File: config.mk
export PLATFORM = sky130hd
export DESIGN_NAME = otc_trim_ctrl
export DESIGN_NICKNAME = d
export VERILOG_FILES = /design/src/otc_pkg.sv /design/src/otc_key_guard.sv /design/src/otc_code_sel.sv /design/src/otc_trim_ctrl.sv
export SDC_FILE = /design/constraint.sdc
export NUM_CORES = 1
export LEC_CHECK = 0
export BUFFER_PORTS_ARGS = -buffer_cell sky130_fd_sc_hd__buf_4
export CAP_MARGIN = 10
export CORE_MARGIN = 1.5
export CORE_UTILIZATION = 54
export DETAILED_ROUTE_END_ITERATION = 7
export PLACE_DENSITY = 0.84
export SYNTH_ARGS = -nofsm -noshare
export SYNTH_HDL_FRONTEND = slang
export SYNTH_HIERARCHICAL = 1
export SYNTH_SLANG_ARGS = --single-unit
File: constraint.sdc
create_clock -name CLK -period 8.5 [get_ports CLK]
set_input_delay 0.425 -clock CLK [delete_from_list [all_inputs] [get_ports CLK]]
set_output_delay 0.425 -clock CLK [all_outputs]
set_load 0.01 [all_outputs]
File: src/otc_pkg.sv
// Purpose: shared constants and helpers for the oscillator trim block
// Assumes: 32-bit register words, byte addresses
// Notes:   percent figures are carried in tenths of a percent

// ---------------------------------------------------------------
// register map and field layout
// ---------------------------------------------------------------
package otc_pkg;

  // register byte offsets
  localparam logic [11:0] OFS_KEY  = 12'h000;
  localparam logic [11:0] OFS_EN   = 12'h004;
  localparam logic [11:0] OFS_FACT = 12'h008;
  localparam logic [11:0] OFS_USER = 12'h00C;

  // write key field
  localparam int          KEY_W      = 8;
  localparam logic [7:0]  UNLOCK_KEY = 8'hC1;
  localparam logic [7:0]  KEY_RST    = 8'h00;

  // trim fields, same layout in factory and user registers
  localparam int          COARSE_LSB = 8;
  localparam int          COARSE_W   = 6;
  localparam int          FINE_LSB   = 0;
  localparam int          FINE_W     = 4;
  localparam int          EN_BIT     = 0;

  // values after reset
  localparam logic [5:0]  USER_COARSE_RST = 6'h00;
  localparam logic [3:0]  USER_FINE_RST   = 4'h0;
  localparam logic        EN_RST          = 1'b0;
  localparam logic [31:0] RD_RST          = 32'h0000_0000;

  // frequency step per code, tenths of a percent
  localparam int          PCT_W       = 11;
  localparam logic signed [10:0] COARSE_STEP = 11'sh012;
  localparam logic signed [10:0] FINE_STEP   = 11'sh003;

  // ---------------------------------------------------------------
  // helpers
  // ---------------------------------------------------------------
  // coarse code as signed step count times step size
  function automatic logic signed [10:0] coarse_pct(input logic [5:0] c);
    return $signed({{5{c[5]}}, c}) * COARSE_STEP;
  endfunction

  // fine code as signed step count times step size
  function automatic logic signed [10:0] fine_pct(input logic [3:0] f);
    return $signed({{7{f[3]}}, f}) * FINE_STEP;
  endfunction

  // place coarse and fine codes into a register word
  function automatic logic [31:0] pack_trim(input logic [5:0] c,
                                            input logic [3:0] f);
    return {18'h00000, c, 4'h0, f};
  endfunction

endpackage

File: src/otc_key_guard.sv
// Purpose: holds the write key and decides whether trim writes pass
// Assumes: write strobe is one cycle long
// Notes:   lock state is derived from the stored key only
`timescale 1ns/100ps

// ---------------------------------------------------------------
// key register
// ---------------------------------------------------------------
module otc_key_guard (
  // clock and reset
  input  wire logic        clk,
  input  wire logic        rst,
  // key write
  input  wire logic        wr_key,
  input  wire logic [7:0]  wr_val,
  // key state
  output logic      [7:0]  key_ff,
  output logic             unlocked
);

  // key store, always writable
  always_ff @(posedge clk) begin
    if (rst) begin
      key_ff <= otc_pkg::KEY_RST;
    end else if (wr_key) begin
      key_ff <= wr_val;
    end
  end

  assign unlocked = (key_ff == otc_pkg::UNLOCK_KEY);

endmodule

File: src/otc_code_sel.sv
// Purpose: picks factory or user trim codes and drives the oscillator
// Assumes: all inputs on the same clock
// Notes:   outputs change one cycle after their sources
`timescale 1ns/100ps

// ---------------------------------------------------------------
// code selector
// ---------------------------------------------------------------
module otc_code_sel (
  // clock and reset
  input  wire logic               clk,
  input  wire logic               rst,
  // selection
  input  wire logic               use_user,
  // code sources
  input  wire logic        [5:0]  fact_c,
  input  wire logic        [3:0]  fact_f,
  input  wire logic        [5:0]  user_c,
  input  wire logic        [3:0]  user_f,
  // oscillator side
  output logic             [5:0]  coarse_ff,
  output logic             [3:0]  fine_ff,
  output logic signed      [10:0] pct_ff,
  output logic                    user_ff
);

  logic        [5:0]  nxt_coarse;
  logic        [3:0]  nxt_fine;

  assign nxt_coarse = use_user ? user_c : fact_c;
  assign nxt_fine   = use_user ? user_f : fact_f;

  // registered codes to the oscillator
  always_ff @(posedge clk) begin
    if (rst) begin
      coarse_ff <= 6'h00;
      fine_ff   <= 4'h0;
      user_ff   <= 1'b0;
    end else begin
      coarse_ff <= nxt_coarse;
      fine_ff   <= nxt_fine;
      user_ff   <= use_user;
    end
  end

  always_ff @(posedge clk) begin
    if (rst) begin
      pct_ff <= 11'sh000;
    end else begin
      pct_ff <= otc_pkg::coarse_pct(nxt_coarse) + otc_pkg::fine_pct(nxt_fine);
    end
  end

endmodule

File: src/otc_trim_ctrl.sv
// Purpose: register block for internal oscillator trim selection
// Assumes: factory codes arrive as static pins from fuses
// Notes:   register reads answer one cycle after the read strobe
`timescale 1ns/100ps

// Summary of operation
// - enable and user trim writes pass only while key holds C1
// - after reset key is zero so trim writes stay blocked
// - oscillator gets factory codes when select bit 0, user codes when 1
// - factory coarse reads at bits 13-8, fine at bits 3-0
// - user coarse in bits 13-8, fine in 3-0, both reset zero
// - coarse code is signed, 1.8 percent per step
// - fine code is signed, 0.3 percent per step
module otc_trim_ctrl #(
  parameter int ADDR_W = 12
) (
  // clock and reset
  input  wire logic                CLK,
  input  wire logic                SYS_RST,
  // register port
  input  wire logic [ADDR_W-1:0]   ADDR,
  input  wire logic [31:0]         WR_DATA,
  input  wire logic                WR_EN,
  input  wire logic                RD_EN,
  output logic      [31:0]         RD_DATA,
  // factory trim fuses
  input  wire logic [5:0]          FACTORY_COARSE,
  input  wire logic [3:0]          FACTORY_FINE,
  // oscillator trim inputs
  output logic      [5:0]          OSC_COARSE,
  output logic      [3:0]          OSC_FINE,
  output logic signed [10:0]       TRIM_PCT_X10,
  output logic                     USER_ACTIVE
);

  // ---------------------------------------------------------------
  // elaboration checks
  // ---------------------------------------------------------------
  if (ADDR_W < 4) begin : g_addr_chk
    $error("ADDR_W too small for register map");
  end

  // ---------------------------------------------------------------
  // declarations
  // ---------------------------------------------------------------
  logic        [5:0]  fact_c_meta_ff;
  logic        [3:0]  fact_f_meta_ff;
  logic        [5:0]  fact_c_ff;
  logic        [3:0]  fact_f_ff;
  logic        [7:0]  key_q;
  logic               unlocked;
  logic               hit_key;
  logic               hit_en;
  logic               hit_fact;
  logic               hit_user;
  logic               use_user_code_ff;
  logic        [5:0]  user_c_ff;
  logic        [3:0]  user_f_ff;
  logic        [31:0] nxt_rd_data;
  logic        [31:0] rd_data_ff;

  // ---------------------------------------------------------------
  // address decode
  // ---------------------------------------------------------------
  // full compare, anything else is unmapped
  assign hit_key  = (ADDR == ADDR_W'(otc_pkg::OFS_KEY));
  assign hit_en   = (ADDR == ADDR_W'(otc_pkg::OFS_EN));
  assign hit_fact = (ADDR == ADDR_W'(otc_pkg::OFS_FACT));
  assign hit_user = (ADDR == ADDR_W'(otc_pkg::OFS_USER));

  // ---------------------------------------------------------------
  // factory code capture
  // ---------------------------------------------------------------
  // two-stage sync of the fuse pins
  always_ff @(posedge CLK) begin
    if (SYS_RST) begin
      fact_c_meta_ff <= 6'h00;
      fact_f_meta_ff <= 4'h0;
      fact_c_ff      <= 6'h00;
      fact_f_ff      <= 4'h0;
    end else begin
      fact_c_meta_ff <= FACTORY_COARSE;
      fact_f_meta_ff <= FACTORY_FINE;
      fact_c_ff      <= fact_c_meta_ff;
      fact_f_ff      <= fact_f_meta_ff;
    end
  end

  // ---------------------------------------------------------------
  // write key
  // ---------------------------------------------------------------
  // key clears at reset
  otc_key_guard u_key (
    .clk      (CLK),
    .rst      (SYS_RST),
    .wr_key   (WR_EN && hit_key),
    .wr_val   (WR_DATA[7:0]),
    .key_ff   (key_q),
    .unlocked (unlocked)
  );

  // ---------------------------------------------------------------
  // trim select enable
  // ---------------------------------------------------------------
  // gated by key
  always_ff @(posedge CLK) begin
    if (SYS_RST) begin
      use_user_code_ff <= otc_pkg::EN_RST;
    end else if (WR_EN && hit_en && unlocked) begin
      use_user_code_ff <= WR_DATA[otc_pkg::EN_BIT];
    end
  end

  // ---------------------------------------------------------------
  // user trim value
  // ---------------------------------------------------------------
  // fields reset zero
  always_ff @(posedge CLK) begin
    if (SYS_RST) begin
      user_c_ff <= otc_pkg::USER_COARSE_RST;
      user_f_ff <= otc_pkg::USER_FINE_RST;
    end else if (WR_EN && hit_user && unlocked) begin
      user_c_ff <= WR_DATA[otc_pkg::COARSE_LSB +: otc_pkg::COARSE_W];
      user_f_ff <= WR_DATA[otc_pkg::FINE_LSB +: otc_pkg::FINE_W];
    end
  end

  // ---------------------------------------------------------------
  // oscillator code select
  // ---------------------------------------------------------------
  // factory or user
  otc_code_sel u_sel (
    .clk       (CLK),
    .rst       (SYS_RST),
    .use_user  (use_user_code_ff),
    .fact_c    (fact_c_ff),
    .fact_f    (fact_f_ff),
    .user_c    (user_c_ff),
    .user_f    (user_f_ff),
    .coarse_ff (OSC_COARSE),
    .fine_ff   (OSC_FINE),
    .pct_ff    (TRIM_PCT_X10),
    .user_ff   (USER_ACTIVE)
  );

  // ---------------------------------------------------------------
  // read path
  // ---------------------------------------------------------------
  // factory fields placed
  always_comb begin
    nxt_rd_data = otc_pkg::RD_RST;
    if (RD_EN) begin
      if (hit_key) begin
        nxt_rd_data = {24'h000000, key_q};
      end else if (hit_en) begin
        nxt_rd_data = {31'h00000000, use_user_code_ff};
      end else if (hit_fact) begin
        nxt_rd_data = otc_pkg::pack_trim(fact_c_ff, fact_f_ff);
      end else if (hit_user) begin
        nxt_rd_data = otc_pkg::pack_trim(user_c_ff, user_f_ff);
      end
    end
  end

  // read data only in the cycle after the strobe
  always_ff @(posedge CLK) begin
    if (SYS_RST) begin
      rd_data_ff <= otc_pkg::RD_RST;
    end else begin
      rd_data_ff <= nxt_rd_data;
    end
  end

  assign RD_DATA = rd_data_ff;
endmodule

### Word level (Yosys, flattened, before mapping)

Cells that the tools add are included.

* add/subtract/negate cells: 1
* muxes and demuxes: 6
* $mul: 2
* equal/unequal tests: 4
* reduce and logical (&&, ||, !) cells: 9
* bitwise logic cells: 1

Operator list (count)
* 2-to-1 mux 14 bit: 2
* == test 12 x 4 -> 1 bit, second input constant: 2
* 2-to-1 mux 8 bit: 2
* == test 12 x 3 -> 1 bit, second input constant: 1
* logical NOT 12 bit: 1
* adder 11 bit: 1
* multiplier 6 x 5 -> 10 bit, second input constant: 1
* == test 8 bit, second input constant: 1
* multiplier 4 x 3 -> 7 bit, second input constant: 1
* 2-to-1 mux 6 bit: 1
* logical AND 1 bit: 5
* OR reduction 5 bit: 1
* 2-to-1 mux 4 bit: 1
* OR reduction 4 bit: 1
* OR reduction 2 bit: 1
* NOT 1 bit: 1

* logic and storage cells: 38
* bits in registers: 93
* output and inout port bits: 54
* bits of input ports: 58

### Logic depth before layout (Yosys ltp)

* depth after elaboration: 5
* gate-level depth with buffers: 15

### Hierarchy

Netlist, hierarchy kept.

Modules (own cells, without submodules)
* otc_trim_ctrl: cells an instance 171, times used 1, area each 1794.2 um^2
* otc_code_sel: cells an instance 126, times used 1, area each 1331.3 um^2
* otc_key_guard: cells an instance 29, times used 1, area each 299.0 um^2

### Worst setup path before layout

OpenSTA, ideal clock, no wires.

* path kind: flip-flop to flip-flop
* from: register use_user_code_ff
* to: register u_sel.pct_ff[10]
* path buffers: 1
* slack: 5.063 ns
* setup time: 0.128 ns
* stages on the path, launching flop included: 16
* period minus slack after synthesis: 3.437 ns
* data arrival time: 3.310 ns
* cells stage by stage: dfxtp_1 > buf_2 > mux2_2 > ha_1 > ha_1 > fa_1 > a21o_1 > a21oi_1 > xnor2_1 > ha_1 > nand2_1 > nor2_1 > a211oi_1 > o31ai_2 > xnor2_1 > nor2_1

* cells in the longest elaborated chain, start to end: 3
* elaborated cells between the ends (all ways): 5
* those cells by class: 1 x add/sub; 2 x mul; 2 x mux

RTL lines
* from (decl): line otc_trim_ctrl.sv:56 `logic use_user_code_ff;`
* from (signal assigned): line otc_trim_ctrl.sv:108 `use_user_code_ff <= otc_pkg::EN_RST;`
* from (signal assigned): line otc_trim_ctrl.sv:110 `use_user_code_ff <= WR_DATA[otc_pkg::EN_BIT];`
* 2-to-1 mux 6 bit: line otc_code_sel.sv:30 `assign nxt_coarse = use_user ? user_c : fact_c;`
* net u_sel.nxt_coarse[1]: line otc_code_sel.sv:27 `logic [5:0] nxt_coarse;`
* multiplier 6 x 5 -> 10 bit: line otc_pkg.sv:44 `return $signed({{5{c[5]}}, c}) * COARSE_STEP;`
* adder 11 bit: line otc_code_sel.sv:50 `pct_ff <= otc_pkg::coarse_pct(nxt_coarse) + otc_pkg::fine_pct(nxt_fine);`
* to (signal assigned): line otc_code_sel.sv:50
* to (decl): line otc_code_sel.sv:23 `output logic signed [10:0] pct_ff,`

The timed path passes the listed nets, and every way through them passes these cells.
A chain may end at the register's enable or synchronous reset.

### Final worst setup path

Same ends and word-level chain as after synthesis.

==> flow_summary_export.csv <==
group,metric,value,unit
synthesis,synth_xor_area_frac,0.0332,
synthesis,ys_seq_area_frac,0.433,
synthesis,synth_cell_types,42,
global_route,first_global_vias,2327,
synthesis,synth-adder-area-share,0.0979,
power_and_ir_drop,ir_worst_vdd,0.131,mV
synthesis,synth_ff_type,"dfxtp_1",
detailed_routing,met2WireLength,3.17,mm
synthesis,avgSynthCellArea,10.5,um2
timing,slew_viol_final,0,
detailed_routing,drt_wl_total,6.48,mm
floorplanning,row_count,28,
synthesis,synth_edf_count,0,
synthesis,synthSimpleGateAreaFrac,0.189,
detailed_routing,ant_nets,0,
cts,clock_path_buffers,2,
placement,dp.cells,462,
timing,holdWs,280,ps
cts,hold_buffers,0,
critical_path,cp_cell_sequence,"mux2_2, ha_1, ha_1, fa_1, a21o_1, a21oi_1, xnor2_1, ha_1, nand2_1, nor2_1, a211oi_1, o31ai_2, xnor2_1, nor2_1",
floorplanning,fp.coreArea,6030,um2
timing,worst_pin_slew,870,ps
synthesis,synth_top_area_share,0.433,
cts,cts_root_buf,"clkbuf_8",
critical_path,end_kind,"flop",
detailed_routing,route.vias.total,2377,
power_and_ir_drop,p_leak,0.00191,uW
timing,hold_violations,0,
power_and_ir_drop,finalPower,772,uW
cts,tritoncts,"yes",
cts,cts_sinks,74,
cells_and_area,final_cell_mix,"75 x buf_4, 74 x dfxtp_1, 36 x nor2b_1",
synthesis,syn_inst,326,
detailed_routing,wl_met3,327,um
synthesis,synth_area,3420,um2
power_and_ir_drop,p_sw,166,uW
detailed_routing,wl_met1,2.80,mm
placement,hpwl,4.73,mm
synthesis,synth-compound-area-share,0.0541,
detailed_routing,via_per_inst,4.97,
critical_path,path_max_fanout,14,
cts,postCtsSetupBuffers,0,
power_and_ir_drop,p_clk_frac,0.435,
critical_path,critPathMostFrequentCell,"ha_1",
cts,htree_num_levels,3,
critical_path,cpPeakStageDelay,730,ps
placement,globalplace.congestion,0.801,
timing,fin_crit,3790,ps
timing,tns,0,ps
run_status,outcome,"finished, final reports clean",
cells_and_area,instances_no_fill,478,
detailed_routing,highest_layer,"met4",
synthesis,synth-async-reset-ratio,0,
cts,cts_buffers,9,
power_and_ir_drop,p_seq_frac,0.465,
synthesis,muxShareOfSynthArea,0.126,
detailed_routing,wl_per_cell,13.6,um
floorplanning,dieArea,6830,um2
floorplanning,design.portCount,112,
synthesis,yosysTopAreaCell,"dfxtp_1",
cells_and_area,antenna_cells,0,
critical_path,critical_path_arrival,4000,ps
global_route,grt_max_degree,74,
cts,clk_pin_slew,80,ps
detailed_routing,drc,0,
global_route,track_usage,0.215,
critical_path,worstSetupPathType,"reg -> reg",
timing,max-slew-margin-rel,0.418,
detailed_routing,drt_iter0_markers,82,
cells_and_area,area_growth,22.6,%
cells_and_area,post-route-util,0.697,
synthesis,synth_top_family_by_area,"simple AND/OR/NAND/NOR gates",
timing,setup-violations-final,0,
power_and_ir_drop,switching_share,0.215,
job,cap_violations,0,
critical_path,required,8720,ps
global_route,grt_pass1_wl,10.8,mm
synthesis,yosysWarnings,6,
detailed_routing,first_pass_iters,4,
floorplanning,die_w,82.6,um
global_route,antenna_found_initial,0,
synthesis,ys_top_cells_by_area,"dfxtp_1 43%, mux2i_1 8.2%, ha_1 8.0%",
power_and_ir_drop,cellPowerDensity,184,nW/um2
timing,fin_crit_sh,0.446,
timing,max_freq,264,MHz
synthesis,ys_ff_latch,74,
placement,portBuffers,75,
power_and_ir_drop,p_int,606,uW
cts,cts-resized-gates,0,
global_route,grt-ovfl-total,0,
cells_and_area,drive_above_1_share,0.270,
critical_path,start_kind,"flop",
power_and_ir_drop,p_comb_frac,0.100,
floorplanning,die_y,82.6,um
floorplanning,start_util,0.568,
cells_and_area,final_common_cell,"buf_4",
cells_and_area,nNetsFinal,481,
critical_path,crit_slowest_cell,"dfxtp_1",
timing,rsz0062_at_grt,"no",
timing,fin_skew,8.35,ps
min_path,hp-class,"in -> reg",
cts,insertion_delay,350,ps
## final cells by class
type	count	area (um2)
fillers	471	1830
multi-input cells	231	1780
flip-flops and latches	74	1480
repair buffers	75	563
clock buffers	12	155
clock inverters	4	97.6
well taps	75	93.8
inverters	7	26.3
## Yosys cell counts (5+ instances only)
cell type	number
nor3_1	5
clkbuf_1	6
inv_1	7
mux2i_1	28
dfxtp_1	74
nor2b_1	36
nand2b_1	22
a21oi_1	5
ha_1	22
buf_4	19
mux2_2	9
nor2_1	32
xnor2_1	9
## state kept, by name, indices dropped and copies added (netlist names), 6 cells and up
name             flops
fact_c_ff            6
u_sel/pct_ff        10
user_c_ff            6
u_sel/coarse_ff      6
fact_c_meta_ff       6
RD_DATA             14
u_key/key_ff         8
## worst max-delay path: cells and delay by family, from the launching register on
kind | cells | cell delay, ps
flops | 1 | 730
xor+xnor | 2 | 310
fa+ha+maj | 4 | 1230
mux | 1 | 470
compound gates | 4 | 710
simple gates | 3 | 210
## final timing paths
check             cells past startpoint                          start  slack, ps                            to
setup / recovery                     14  use_user_code_ff$_SDFFE_PP0P_       4710   u_sel/pct_ff[10]$_SDFF_PP0_
hold reg to reg                       1   fact_f_meta_ff[1]$_SDFF_PP0_        440       fact_f_ff[1]$_SDFF_PP0_
setup reg to reg                     14  use_user_code_ff$_SDFFE_PP0P_       4710   u_sel/pct_ff[10]$_SDFF_PP0_
hold / removal                        2              FACTORY_COARSE[4]        280  fact_c_meta_ff[4]$_SDFF_PP0_
## per-stage QoR
stage	instance area, um2	setup slack [ps]
6_report	4200	4710
5_1_grt	4200	4410
4_1_cts	4200	4730
3_5_place_dp	3950	4740
3_3_place_gp	3950	4770
2_1_floorplan	3490	5060
## layer usage
metal / vias up / track usage
li1: 1198 / -
met1: 1088 / 0.253
met2: 72 / 0.360
met3: 19 / 0.0462
met4: 0 / 0.125
met5: - / 0
## kinds of logic (layout without fill, tap and decap cells)
logic type | count (synthesis) | in the layout
adder cells (fa/ha/maj) | 25 | 25
AO/OA/AOI/OAI | 24 | 24
buffers and inverters | 38 | 98
flip-flops | 74 | 74
other | 1 | 18
XOR/XNOR | 13 | 13
multiplexers | 40 | 40
AND/OR/NAND/NOR | 111 | 111
## power by group through the flow
stage	combinational (uW)	sequential (uW)	clock, uW
after detailed placement	76.6	367	0
after global placement	74.7	367	0
final	77.4	359	336
after floorplan	49.7	369	0
after global routing	85.8	360	354
after CTS	77.6	359	339
No activity file was read; power rests on OpenSTA's default activity.
